$ cat src/include/lsc_pkg.sv
// Package with the register map, reset values, field positions and timing of the config bank.
package lsc_pkg;
  localparam int LSC_NREG = 6;
  localparam logic [7:0] LSC_ADDR_RDCTL = 8'h01;
  localparam logic [7:0] LSC_ADDR_ANCTL = 8'h02;
  localparam logic [7:0] LSC_ADDR_IGAIN = 8'h03;
  localparam logic [7:0] LSC_ADDR_BOFS = 8'h04;
  localparam logic [7:0] LSC_ADDR_REFCTL = 8'h05;
  localparam logic [7:0] LSC_ADDR_KNEE1 = 8'h06;
  localparam logic [7:0] LSC_RST_RDCTL = 8'ha8;
  localparam logic [7:0] LSC_RST_ANCTL = 8'h12;
  localparam logic [7:0] LSC_RST_IGAIN = 8'h1d;
  localparam logic [7:0] LSC_RST_BOFS = 8'hc8;
  localparam logic [7:0] LSC_RST_REFCTL = 8'h12;
  localparam logic [7:0] LSC_RST_KNEE1 = 8'h01;
  // Writable bit masks; the other positions are reserved and read as zero.
  localparam logic [7:0] LSC_MASK_RDCTL = 8'hff;
  localparam logic [7:0] LSC_MASK_ANCTL = 8'h3f;
  localparam logic [7:0] LSC_MASK_IGAIN = 8'hff;
  localparam logic [7:0] LSC_MASK_BOFS = 8'hff;
  localparam logic [7:0] LSC_MASK_REFCTL = 8'h3f;
  localparam logic [7:0] LSC_MASK_KNEE1 = 8'hff;
  // Readout control fields.
  localparam int LSC_RD_UPDATE = 0;
  localparam int LSC_RD_DIV_LO = 1;
  localparam int LSC_RD_DITHER = 3;
  localparam int LSC_RD_OFSSUB = 4;
  localparam int LSC_RD_SAT = 5;
  localparam int LSC_RD_COMPAND = 6;
  // Analog control fields.
  localparam int LSC_AN_AUTOLOAD = 0;
  localparam int LSC_AN_LOWPWR = 1;
  localparam int LSC_AN_OFSCAP = 2;
  localparam int LSC_AN_ABLOOM = 3;
  localparam int LSC_AN_WCLAMP = 4;
  localparam int LSC_AN_GAIN4 = 5;
  // Reference control fields.
  localparam int LSC_RF_PCLKOE = 0;
  localparam int LSC_RF_RELIN = 1;
  localparam int LSC_RF_OFSMEM = 2;
  localparam int LSC_RF_TRIM_LO = 3;
  // Serial word and data path.
  localparam int LSC_WORD_BITS = 16;
  localparam int LSC_KNEE_SHIFT = 5;
  localparam logic [12:0] LSC_SAT_MAX = 13'h0fff;
  localparam logic [1:0] LSC_DIV_1 = 2'h0;
  localparam logic [1:0] LSC_DIV_2 = 2'h1;
  localparam logic [1:0] LSC_DIV_4 = 2'h2;
endpackage

$ cat src/hdl/lsc_config_bank.sv
// Configuration register bank with serial write port and the data path it steers.
`timescale 1ns/1ps
`default_nettype none
// Summary of operation
// - Registers are eight bits; unassigned bits hold zero as reserved, except readout control bit 7, which is writable and resets to one.
// - Written values apply only after update request, on next conversion-done rising edge.
// - Division bits pick readout clock: master, half, quarter, or none for 11; the registered 00 setting gives half rate like 01.
// - Readout control bit 6 selects linear (0) or companding (1) conversion.
// - Saturation enable clamps output to 4095; otherwise full 13-bit result passes.
// - With saturation on, the 13th output bit carries an overflow flag.
// - Offset subtraction bit removes black offset from each readout value.
// - Readout control bit 3 enables the dithering noise generator.
// - Analog control bit 5 selects unity or times-four sampler gain.
// - Analog control bit 4 enables white value clamping.
// - Analog control bit 3 switches the extra anti-blooming circuit.
// - Analog control bit 2 steers results into offset storage instead of readout.
// - Analog control bit 1 selects low-power or constant-power reference bias.
// - Auto mode issues readout trigger after conversion once line valid is low.
// - Auto mode rereads the same line if no new conversion started.
// - Inverse gain register sets conversion voltage step; larger means lower gain.
// - Black offset register sets the conversion black level.
// - Reference control bits 5:3 select reference current trim from a table.
// - Offset memory enable powers the offset memory; zero discards its contents.
// - In companding mode, relinearize to 12 bits or output compressed value.
// - Reference control bit 0 drives the pixel clock pad, else tristate.
// - First knee threshold equals the threshold register times thirty-two.
// - Serial word is eight data then eight address bits, LSB first.
module lsc_config_bank (
  input wire logic i_clk_sys,
  input wire logic i_nrst,
  input wire logic i_sclk,
  input wire logic i_mosi,
  input wire logic i_ncs,
  input wire logic i_conv_done,
  input wire logic [12:0] i_conv_data,
  input wire logic i_conv_valid,
  input wire logic i_line_valid,
  input wire logic i_ext_load,
  output logic o_load_pulse,
  output logic o_line_valid_out,
  output logic o_pix_clk,
  output logic o_pix_clk_oe,
  output logic [12:0] o_pix_data,
  output logic o_pix_valid,
  output logic o_ofs_wr,
  output logic [12:0] o_ofs_data,
  output logic o_companding,
  output logic o_dither_en,
  output logic o_gain_x4,
  output logic o_white_clamp,
  output logic o_anti_bloom,
  output logic o_ref_low_power,
  output logic [7:0] o_inverse_gain,
  output logic [7:0] o_black_offset,
  output logic [2:0] o_ref_trim,
  output logic [7:0] o_ref_trim_pct,
  output logic o_ofs_mem_en,
  output logic o_relinearize,
  output logic [12:0] o_knee_one,
  output logic o_update_pending
);
  import lsc_pkg::*;

  // ==========================================================
  // Helpers
  function automatic logic [7:0] reg_mask(input logic [7:0] addr);
    unique case (addr)
      LSC_ADDR_RDCTL: reg_mask = LSC_MASK_RDCTL;
      LSC_ADDR_ANCTL: reg_mask = LSC_MASK_ANCTL;
      LSC_ADDR_IGAIN: reg_mask = LSC_MASK_IGAIN;
      LSC_ADDR_BOFS: reg_mask = LSC_MASK_BOFS;
      LSC_ADDR_REFCTL: reg_mask = LSC_MASK_REFCTL;
      LSC_ADDR_KNEE1: reg_mask = LSC_MASK_KNEE1;
      default: reg_mask = 8'h00;
    endcase
  endfunction

  function automatic logic [7:0] trim_pct(input logic [2:0] code);
    unique case (code)
      3'h0: trim_pct = 8'd132;
      3'h1: trim_pct = 8'd77;
      3'h2: trim_pct = 8'd100;
      3'h3: trim_pct = 8'd64;
      3'h4: trim_pct = 8'd112;
      3'h5: trim_pct = 8'd70;
      3'h6: trim_pct = 8'd86;
      default: trim_pct = 8'd59;
    endcase
  endfunction

  localparam logic [7:0] RST_VAL [LSC_NREG] = '{LSC_RST_RDCTL, LSC_RST_ANCTL, LSC_RST_IGAIN,
                                               LSC_RST_BOFS, LSC_RST_REFCTL, LSC_RST_KNEE1};

  // ==========================================================
  // Serial pin synchronisers
  logic [1:0] sclk_sync_r;
  logic [1:0] mosi_sync_r;
  logic [1:0] ncs_sync_r;
  logic [1:0] load_sync_r;
  logic sclk_prev_r;

  always_ff @(posedge i_clk_sys or negedge i_nrst) begin
    if (!i_nrst) begin
      sclk_sync_r <= 2'h0;
      mosi_sync_r <= 2'h0;
      ncs_sync_r <= 2'h3;
      load_sync_r <= 2'h0;
      sclk_prev_r <= 1'b0;
    end else begin
      sclk_sync_r <= {sclk_sync_r[0], i_sclk};
      mosi_sync_r <= {mosi_sync_r[0], i_mosi};
      ncs_sync_r <= {ncs_sync_r[0], i_ncs};
      load_sync_r <= {load_sync_r[0], i_ext_load};
      sclk_prev_r <= sclk_sync_r[1];
    end
  end

  wire logic sclk_rise = sclk_sync_r[1] && !sclk_prev_r;

  // ==========================================================
  // Serial word assembly
  logic [15:0] shift_r;
  logic [3:0] bit_cnt_r;
  logic word_done_r;

  // Bits enter at the top and move down, so after sixteen bits the first (data LSB) sits
  // at bit 0 and the address occupies the upper byte.
  always_ff @(posedge i_clk_sys or negedge i_nrst) begin
    if (!i_nrst) begin
      shift_r <= 16'h0000;
      bit_cnt_r <= 4'h0;
      word_done_r <= 1'b0;
    end else begin
      word_done_r <= 1'b0;
      if (ncs_sync_r[1]) begin
        bit_cnt_r <= 4'h0;
      end else if (sclk_rise) begin
        shift_r <= {mosi_sync_r[1], shift_r[15:1]};
        bit_cnt_r <= bit_cnt_r + 4'h1;
        word_done_r <= (bit_cnt_r == 4'(LSC_WORD_BITS - 1));
      end
    end
  end

  wire logic [7:0] wr_data = shift_r[7:0];
  wire logic [7:0] wr_addr = shift_r[15:8];

  // ==========================================================
  // Shadow and active register sets
  logic [7:0] shadow_r [LSC_NREG];
  logic [7:0] active_r [LSC_NREG];
  logic pending_r;
  logic conv_prev_r;

  wire logic conv_rise = i_conv_done && !conv_prev_r;

  genvar gi;
  generate
    for (gi = 0; gi < LSC_NREG; gi++) begin : g_reg
      always_ff @(posedge i_clk_sys or negedge i_nrst) begin
        if (!i_nrst) begin
          shadow_r[gi] <= RST_VAL[gi];
          active_r[gi] <= RST_VAL[gi];
        end else begin
          if (word_done_r && wr_addr == 8'(gi + 1)) begin
            shadow_r[gi] <= wr_data & reg_mask(wr_addr);
          end
          if (pending_r && conv_rise) begin
            active_r[gi] <= shadow_r[gi];
          end
        end
      end
    end
  endgenerate

  // An update-request write landing on the same edge as the transfer re-arms the request, so it is kept.
  always_ff @(posedge i_clk_sys or negedge i_nrst) begin
    if (!i_nrst) begin
      pending_r <= 1'b0;
      conv_prev_r <= 1'b0;
    end else begin
      conv_prev_r <= i_conv_done;
      if (word_done_r && wr_addr == LSC_ADDR_RDCTL && wr_data[LSC_RD_UPDATE]) begin
        pending_r <= 1'b1;
      end else if (conv_rise) begin
        pending_r <= 1'b0;
      end
    end
  end

  wire logic [7:0] rd_ctl = active_r[0];
  wire logic [7:0] an_ctl = active_r[1];
  wire logic [7:0] rf_ctl = active_r[4];
  wire logic [1:0] clk_div = rd_ctl[LSC_RD_DIV_LO +: 2];

  // ==========================================================
  // Static configuration outputs
  always_ff @(posedge i_clk_sys or negedge i_nrst) begin
    if (!i_nrst) begin
      o_companding <= 1'b0;
      o_dither_en <= 1'b0;
      o_gain_x4 <= 1'b0;
      o_white_clamp <= 1'b0;
      o_anti_bloom <= 1'b0;
      o_ref_low_power <= 1'b0;
      o_inverse_gain <= 8'h00;
      o_black_offset <= 8'h00;
      o_ref_trim <= 3'h0;
      o_ref_trim_pct <= 8'h00;
      o_ofs_mem_en <= 1'b0;
      o_relinearize <= 1'b0;
      o_knee_one <= 13'h0000;
      o_update_pending <= 1'b0;
    end else begin
      o_companding <= rd_ctl[LSC_RD_COMPAND];
      o_dither_en <= rd_ctl[LSC_RD_DITHER];
      o_gain_x4 <= an_ctl[LSC_AN_GAIN4];
      o_white_clamp <= an_ctl[LSC_AN_WCLAMP];
      o_anti_bloom <= an_ctl[LSC_AN_ABLOOM];
      o_ref_low_power <= an_ctl[LSC_AN_LOWPWR];
      o_inverse_gain <= active_r[2];
      o_black_offset <= active_r[3];
      o_ref_trim <= rf_ctl[LSC_RF_TRIM_LO +: 3];
      o_ref_trim_pct <= trim_pct(rf_ctl[LSC_RF_TRIM_LO +: 3]);
      o_ofs_mem_en <= rf_ctl[LSC_RF_OFSMEM];
      // Relinearizing only means something in companding mode.
      o_relinearize <= rf_ctl[LSC_RF_RELIN] && rd_ctl[LSC_RD_COMPAND];
      o_knee_one <= {active_r[5], 5'h00};
      o_update_pending <= pending_r;
    end
  end

  // ==========================================================
  // Readout clock divider and pad drive
  logic [1:0] div_cnt_r;

  always_ff @(posedge i_clk_sys or negedge i_nrst) begin
    if (!i_nrst) begin
      div_cnt_r <= 2'h0;
      o_pix_clk <= 1'b0;
      o_pix_clk_oe <= 1'b0;
    end else begin
      div_cnt_r <= div_cnt_r + 2'h1;
      o_pix_clk_oe <= rf_ctl[LSC_RF_PCLKOE];
      // A full-rate clock cannot come from a flop; here it toggles each edge as the fastest
      // registered form, the other ratios follow the counter.
      unique case (clk_div)
        LSC_DIV_1: o_pix_clk <= ~o_pix_clk;
        LSC_DIV_2: o_pix_clk <= ~div_cnt_r[0];
        LSC_DIV_4: o_pix_clk <= ~div_cnt_r[1];
        default: o_pix_clk <= 1'b0;
      endcase
    end
  end

  // ==========================================================
  // Readout trigger
  logic load_armed_r;

  // In auto mode, after a pulse, wait for line valid to rise before another can go; when line valid falls
  // again with conversion still done, the same line is read once more.
  always_ff @(posedge i_clk_sys or negedge i_nrst) begin
    if (!i_nrst) begin
      o_load_pulse <= 1'b0;
      load_armed_r <= 1'b1;
      o_line_valid_out <= 1'b0;
    end else begin
      o_line_valid_out <= i_line_valid;
      if (an_ctl[LSC_AN_AUTOLOAD]) begin
        o_load_pulse <= load_armed_r && i_conv_done && !i_line_valid && !o_load_pulse;
      end else begin
        o_load_pulse <= load_sync_r[1];
      end
      if (o_load_pulse) begin
        load_armed_r <= 1'b0;
      end else if (i_line_valid) begin
        load_armed_r <= 1'b1;
      end
    end
  end

  // ==========================================================
  // Data path
  logic [12:0] sub_val;
  logic under;

  always_comb begin
    under = rd_ctl[LSC_RD_OFSSUB] && (i_conv_data < {5'h00, active_r[3]});
    sub_val = rd_ctl[LSC_RD_OFSSUB] ? i_conv_data - {5'h00, active_r[3]} : i_conv_data;
    if (under) begin
      sub_val = 13'h0000;
    end
  end

  always_ff @(posedge i_clk_sys or negedge i_nrst) begin
    if (!i_nrst) begin
      o_pix_data <= 13'h0000;
      o_pix_valid <= 1'b0;
      o_ofs_wr <= 1'b0;
      o_ofs_data <= 13'h0000;
    end else begin
      o_pix_valid <= i_conv_valid && !an_ctl[LSC_AN_OFSCAP];
      o_ofs_wr <= i_conv_valid && an_ctl[LSC_AN_OFSCAP] && rf_ctl[LSC_RF_OFSMEM];
      if (i_conv_valid) begin
        o_ofs_data <= i_conv_data;
        if (rd_ctl[LSC_RD_SAT] && sub_val > LSC_SAT_MAX) begin
          o_pix_data <= {1'b1, LSC_SAT_MAX[11:0]};
        end else if (rd_ctl[LSC_RD_SAT]) begin
          o_pix_data <= {1'b0, sub_val[11:0]};
        end else begin
          o_pix_data <= sub_val;
        end
      end
    end
  end
endmodule
`default_nettype wire

$ cat config.mk
export PLATFORM = sky130hd
export DESIGN_NAME = lsc_config_bank
export DESIGN_NICKNAME = d
export VERILOG_FILES = /design/src/include/lsc_pkg.sv /design/src/hdl/lsc_config_bank.sv
export SDC_FILE = /design/constraint.sdc
export NUM_CORES = 1
export LEC_CHECK = 0
export BUFFER_PORTS_ARGS = -buffer_cell sky130_fd_sc_hd__buf_4
export CAP_MARGIN = 20
export CORE_ASPECT_RATIO = 1.5
export CORE_MARGIN = 2
export CORE_UTILIZATION = 35
export CTS_CLUSTER_SIZE = 28
export DETAILED_ROUTE_END_ITERATION = 8
export GPL_TIMING_DRIVEN = 0
export HOLD_SLACK_MARGIN = 0.05
export PLACE_DENSITY = 0.63
export SETUP_SLACK_MARGIN = 0.3
export SYNTH_ARGS = -nofsm -noshare
export SYNTH_HDL_FRONTEND = slang
export SYNTH_SLANG_ARGS = --single-unit
$ cat constraint.sdc
create_clock -name i_clk_sys -period 3.47 [get_ports i_clk_sys]
set_clock_uncertainty 0.05 [all_clocks]
set_input_delay 0.347 -clock i_clk_sys [delete_from_list [all_inputs] [get_ports i_clk_sys]]
set_output_delay 0.347 -clock i_clk_sys [all_outputs]
set_load 0.02 [all_outputs]
==> results of run 1 <==
==> through the flow <==
step | power [mW] | std cells | hold slack (ns) | utilization | setup WS (ns)
2_1_floorplan | 2.68 | 529 | 0.00141 | - | 1.28
3_3_place_gp | 2.83 | 893 | 0.285 | 0.408 | 0.853
3_5_place_dp | 2.86 | 894 | 0.281 | 0.409 | 0.914
4_1_cts | 4.95 | 933 | 0.112 | 0.442 | 0.944
5_1_grt | 5.09 | 933 | 0.114 | 0.442 | 0.805
6_report | 4.89 | 933 | 0.133 | 0.442 | 0.942
==> final timing paths <==
kind,cells after the start,to,slack [ns]
min,2,o_ofs_data[0],0.13
max in group asynchronous,3,o_knee_one[12],1.98
max,9,o_pix_data[6],0.94
min in group asynchronous,2,o_pix_data[3],0.42
min reg2reg,0,sclk_sync_r[1],0.30
max reg2reg,9,o_pix_data[6],0.94
==> final cells by class <==
type	instances	area (sq um)	share of cell area
Clock inverter	11	176	0.0189
Multi-Input combinational cell	292	2470	0.264
Sequential cell	194	4890	0.523
Buffer	24	125	0.0134
Clock buffer	21	450	0.0482
Timing Repair Buffer	104	826	0.0883
Inverter	19	71.3	0.00763
Tap cell	268	335	0.0359
==> repair_timing <==
item / in CTS / in global routing
setup buffers: 0 / 0
hold buffers: 7 / 0
hold endpoints to repair: 67 / 0
gates resized for setup: 0 / 0
==> sequential cells by signal, summed over array words and instances (netlist names), 3 cells and up <==
name / flops
an_ctl: 6
o_inverse_gain: 8
o_knee_one: 8
active_r: 24
o_ofs_data: 13
o_ref_trim: 3
o_ref_trim_pct: 7
o_pix_data: 13
shift_r: 16
bit_cnt_r: 4
rf_ctl: 6
shadow_r: 42
o_black_offset: 8
rd_ctl: 6
==> placed cells by master, fill, tap and decap left out, types with 5 or more instances in the layout <==
cell / n
dfstp_2: 31
nor2b_1: 7
nor2_1: 16
o221ai_1: 5
dlygate4sd3_1: 7
clkbuf_1: 15
buf_4: 103
ha_1: 9
and2_1: 7
clkbuf_16: 17
o21ai_0: 6
o211ai_1: 5
a21oi_1: 6
conb_1: 5
o21ai_1: 10
nand2_1: 31
inv_1: 18
nor3_1: 5
and2_4: 5
mux2_2: 106
xnor2_1: 9
dfrtp_1: 163
==> cell usage after synthesis, types with 2 or more instances <==
master | count | area (sq um)
or3_1 | 2 | 12.5
nand4_1 | 2 | 12.5
o21ai_0 | 6 | 30.0
and3_1 | 3 | 18.8
a31oi_1 | 3 | 18.8
and2_4 | 5 | 43.8
nand2b_1 | 4 | 25.0
dfrtp_1 | 163 | 4080
xor2_1 | 4 | 35.0
o21a_1 | 3 | 22.5
o21ai_1 | 10 | 50.1
clkbuf_1 | 12 | 45.0
a211oi_1 | 2 | 15.0
nand3b_1 | 2 | 15.0
and2_1 | 7 | 43.8
nand3_1 | 2 | 10.0
o211ai_1 | 5 | 37.5
o221ai_1 | 5 | 43.8
buf_4 | 8 | 60.1
nor3_1 | 5 | 25.0
buf_2 | 4 | 20.0
inv_1 | 18 | 67.6
nor3b_1 | 2 | 15.0
ha_1 | 9 | 113
a21oi_1 | 6 | 30.0
a21o_1 | 4 | 30.0
nor2b_1 | 7 | 43.8
mux2_2 | 106 | 1190
nand2_1 | 31 | 116
dfstp_2 | 31 | 815
nor4_1 | 3 | 18.8
nor2_1 | 16 | 60.1
xnor2_1 | 9 | 78.8
mux2i_1 | 2 | 20.0
==> routing by layer <==
layer / share of wire / GRT usage / wire [microns]
met1: 0.39 / 0.139 / 5760
met2: 0.56 / 0.261 / 8280
met3: 0.035 / 0.0295 / 520
met4: 0.024 / 0.0611 / 355
met5: 0 / 0 / 0
==> power by group <==
group          total, mW  switching, mW  internal, mW
combinational      0.414          0.235         0.178
clock               2.06          0.830          1.24
sequential          2.41         0.0649          2.35
==> critical path, delay by kind of cell, from the launching register on <==
kind	cells	cell delay, ns
simple gates	1	0.22
flops	1	0.55
buf+inv	2	0.27
compound gates	5	0.96
fa+ha+maj	1	0.34
==> cell families (layout without fill, tap and decap cells) <==
group	count (synthesis)	in the layout	synth area share
XOR/XNOR	13	13	0.0151
other	1	5	0.000497
flip-flops	194	194	0.648
AND/OR/NAND/NOR	101	101	0.0768
buffers and inverters	43	179	0.0260
adder cells (fa/ha/maj)	10	10	0.0176
AO/OA/AOI/OAI	54	54	0.0534
multiplexers	109	109	0.162
==> qor.yml, run 1 <==
timing:
  final-setup-viol-count: 0
  drv_slew: 0
  hold_violations: 0
  period_needed_ns: 2.53
  fin_tns_setup_ns: 0
  max-slew-margin-rel: 0.503
  grt_setup_unrepaired: "no"
  fin_crit_sh: 0.729
  fmax_mhz: 396
  worst_pin_slew_ns: 0.745
global_route:
  overflow: 0
  grt_use_total: 0.137
  grt_pass1_vias: 4863
  grt_pass1_wl_microns: 23800
  antenna_found_initial: 0
  grt_max_degree: 130
floorplanning:
  row_count: 65
  fp.dieH_microns: 184
  io_pins: 103
  die_area_sq_um: 22800
  fp.dieW_microns: 124
  coreArea_sq_um: 21100
  start_util: 0.357
yosys:
  ys.flop_type: "dfrtp_1"
  async_reset_ff_frac: 1.00
  netlist_instances: 525
  syn-cell-area_sq_um: 7550
  ys_ff_latch: 194
  yosysSeqAreaShare: 0.648
  ys_types: 58
  synth_edf_count: 0
  yosysWarnings: 0
  synth_area_per_cell_sq_um: 14.4
finish:
  syn_to_final_growth_pct: 23.9
  num-nets-final: 684
  nFillCells: 1901
  drive_above_1_share: 0.438
  fin_area_sq_um: 9350
  antennaDiodeCount: 0
worst_setup_path:
  critPathSlowestCell: "dfstp_2"
  cp.required_ns: 3.70
  critPathKind: "reg -> reg"
  critical_path.startpoint: "active_r[19]"
  crit_path_end_kind: "register"
  crit_chain: "inv_1, ha_1, a21o_1, a21oi_1, a21boi_1, nor2_1, a21o_1, buf_2, o221ai_1"
  crit_path_frequent_cell: "a21o_1"
  critPathMaxFanout: 10
  cpPeakStageDelay_ns: 0.55
  arrival_ns: 2.76
  timing.rr.start: "active_r[19]"
  startpoint_type: "register"
drt:
  antenna_left: 0
  drc_errors: 0
  via_per_inst: 4.77
  wl_per_cell_microns: 16.0
  drt-initial-drc-count: 280
  wirelength_microns: 14900
  dr.pass1.iters: 4
  vias: 4446
cts:
  clkTransAtPathRegs_ns: 0.07
  clk-insertion-delay-late_ns: 0.43
  max-clock-path-buffers: 2
  cts_tree: "yes"
  clkSinkCount: 194
  htreeDepth: 4
  cts_root_buffer: "clkbuf_16"
  cts_made_buffers: 17
place:
  port_buffers: 96
  dpl_cell_area_sq_um: 8650
  dpl.hpwl_microns: 10700
  gp_congestion: 0.840
flow_run:
  cap_violations: 0
hold_path:
  worstHoldStart: "i_conv_data[0]"
  hold_path_class: "in -> reg"
pwr:
  leakagePower_nw: 4.43
  ir_worst_vdd_v: 0.000317
  p_per_area_nw_per_um2: 523
status:
  status: "finished clean"
Note: power is estimated with default switching activity, not from simulation.
==> run 2, diff against run 1 <==
--- a/config.mk
+++ b/config.mk
@@ -14,7 +14,7 @@
 export DETAILED_ROUTE_END_ITERATION = 8
 export GPL_TIMING_DRIVEN = 0
 export HOLD_SLACK_MARGIN = 0.05
-export PLACE_DENSITY = 0.63
+export PLACE_DENSITY = 0.65
 export SETUP_SLACK_MARGIN = 0.3
 export SYNTH_ARGS = -nofsm -noshare
 export SYNTH_HDL_FRONTEND = slang
==> constraint.sdc (replaced) <==
create_clock -name i_clk_sys -period 2.2 [get_ports i_clk_sys]
set_clock_uncertainty 0.05 [all_clocks]
set_input_delay 0.22 -clock i_clk_sys [delete_from_list [all_inputs] [get_ports i_clk_sys]]
set_output_delay 0.22 -clock i_clk_sys [all_outputs]
set_load 0.02 [all_outputs]
==> run 2 against run 1 <==
- the flow now finishes with violations (setup timing)
- via count rose by 5.0%
- clock power rose by 39%
- routed wire length rose by 7.3%
- critical endpoint is now o_pix_data[2]
- largest cell class unchanged
==> qor.yml, run 2 (synthesis results as in run 1) <==
global_route:
  grt_max_degree: 124
  grt_pass1_wl_microns: 25000
  overflow: 0
  grt_use_total: 0.143
  grt_pass1_vias: 4864
  antenna_found_initial: 0
timing:
  finalWorstSetupSlack_ns: -0.0362
  fin_hold_ws_ns: 0.0787
  max-slew-margin-rel: 0.508
  fin_crit_sh: 1.02
  worst_pin_slew_ns: 0.738
  drv_slew: 0
  fmax_mhz: 447
  hold_violations: 0
  final-setup-viol-count: 11
  grt_setup_unrepaired: "yes"
  period_needed_ns: 2.24
place:
  port_buffers: 96
  gp_congestion: 0.853
  dpl.hpwl_microns: 10700
  dp_cells: 894
  pre_cts_slack_ns: -0.199
worst_setup_path:
  crit_chain: "inv_1, ha_4, nor3b_1, nand2_1, a211oi_4, o211ai_1, a21o_4, buf_6, o211ai_1"
  arrival_ns: 2.53
  critPathBufInv: 2
  startpoint_type: "register"
  cp_top_family: "compound AO/OA/AOI/OAI gates"
  crit_path_end_kind: "register"
  cp.required_ns: 2.50
  critPathSlowestCell: "dfstp_2"
  cpPeakStageDelay_ns: 0.54
  crit_path_frequent_cell: "o211ai_1"
  critPathKind: "reg -> reg"
  critPathMaxFanout: 5
drt:
  dr.pass1.iters: 4
  wirelength_microns: 16000
  drt-initial-drc-count: 278
  via_per_inst: 4.80
  drc_errors: 0
  vias: 4669
  antenna_left: 0
  wl_per_cell_microns: 16.5
finish:
  largest-register: "shadow_r"
  syn_to_final_growth_pct: 33.3
  nFillCells: 1824
  antennaDiodeCount: 0
  final_cell_mix: "dfrtp_1, buf_4, mux2_2, dfstp_2, nand2_1"
  num-nets-final: 723
  reg.largest.list: "shadow_r (42), active_r (24), shift_r (16)"
  final_common_cell: "dfrtp_1"
  drive_above_1_share: 0.531
  fin_cells: 972
  multi_input_area_sq_um: 2870
  largest_reg_flops: 42
  regArea_sq_um: 4890
pwr:
  power.total_mw: 7.52
  ir_worst_vdd_v: 0.000539
  leakagePower_nw: 4.76
  combPwrFrac: 0.113
  swShare: 0.258
  p_int_mw: 5.58
  p_sw_mw: 1.94
  clockPowerShare: 0.380
  p_seq_frac: 0.507
  p_per_area_nw_per_um2: 748
floorplanning:
  die_area_sq_um: 22800
  io_pins: 103
  start_util: 0.357
  fp.dieW_microns: 124
  coreArea_sq_um: 21100
  fp.dieH_microns: 184
  row_count: 65
hold_path:
  hold_path_class: "in -> reg"
cts:
  cts_root_buffer: "clkbuf_16"
  max-clock-path-buffers: 2
  clk-insertion-delay-late_ns: 0.43
  cts_made_buffers: 17
  clkTransAtPathRegs_ns: 0.07
  cts_tree: "yes"
  htreeDepth: 4
  clkSinkCount: 194
status:
  violations: "setup timing"
  status: "complete, but fails checks"
flow_run:
  cap_violations: 0
-- run 2: timing repair --
item / in CTS / in global routing
cloned: 3 / 0
hold endpoints to repair: 88 / 0
setup endpoints to repair: 55 / 65
setup buffers: 11 / 12
hold buffers: 20 / 0
pin swaps: 11 / 23
resized for setup: 48 / 49
-- run 2: area by class of cell --
class | count | share of cell area
well taps | 268 | 0.0333
clock inverters | 13 | 0.00995
flip-flops and latches | 194 | 0.486
repair buffers | 143 | 0.118
multi-input cells | 292 | 0.286
plain buffers | 24 | 0.0154
inverters | 19 | 0.00709
clock buffers | 19 | 0.0440
-- run 2: per-stage QoR --
| step | setup TNS, ns | area [sq um] | utilization |
|---|---|---|---|
| detailed placement | -1.89 | 8740 | 0.413 |
| global placement | -39.01 | 8700 | 0.412 |
| finish | -0.204 | 10100 | 0.476 |
| global route | -0.814 | 10100 | 0.476 |
| CTS | -0.0150 | 9790 | 0.463 |
| floorplan | 0 | 7650 | - |
-- run 2: worst min-delay path, delay by kind of cell --
kind                   cells  cell delay, ns
and+or+nand+nor            1            0.07
AOI/OAI and AO/OA          1            0.11
buffers and inverters      1            0.13
-- run 2: worst paths after layout --
check,startpoint,endpoint,slack (ns),cells past startpoint
worst max-delay path,active_r[23],o_pix_data[2],-0.04,9
worst min-delay path,i_conv_done,pending_r,0.08,3
worst max register to register,active_r[23],o_pix_data[2],-0.04,9
worst min register to register,mosi_sync_r[0],mosi_sync_r[1],0.30,0
max in group asynchronous,i_nrst,o_inverse_gain[1],0.84,3
min in group asynchronous,i_nrst,o_pix_data[2],0.29,2
-- run 2: layer usage --
metal  wire length [microns]  vias up  track usage
met5                       0        -            0
met4                     449        0       0.0652
met3                     508       30       0.0310
met2                    9000      107        0.265
met1                    6050     2387        0.153
li1                        -     2145            -
-- run 2: power by group through the flow --
stage | Sequential (mW) | Clock [mW] | Combinational [mW]
3_5_place_dp | 3.87 | 0 | 0.664
6_report | 3.82 | 2.86 | 0.849
5_1_grt | 3.83 | 3.08 | 0.919
2_1_floorplan | 3.90 | 0 | 0.338
4_1_cts | 3.81 | 2.95 | 0.781
3_3_place_gp | 3.85 | 0 | 0.625
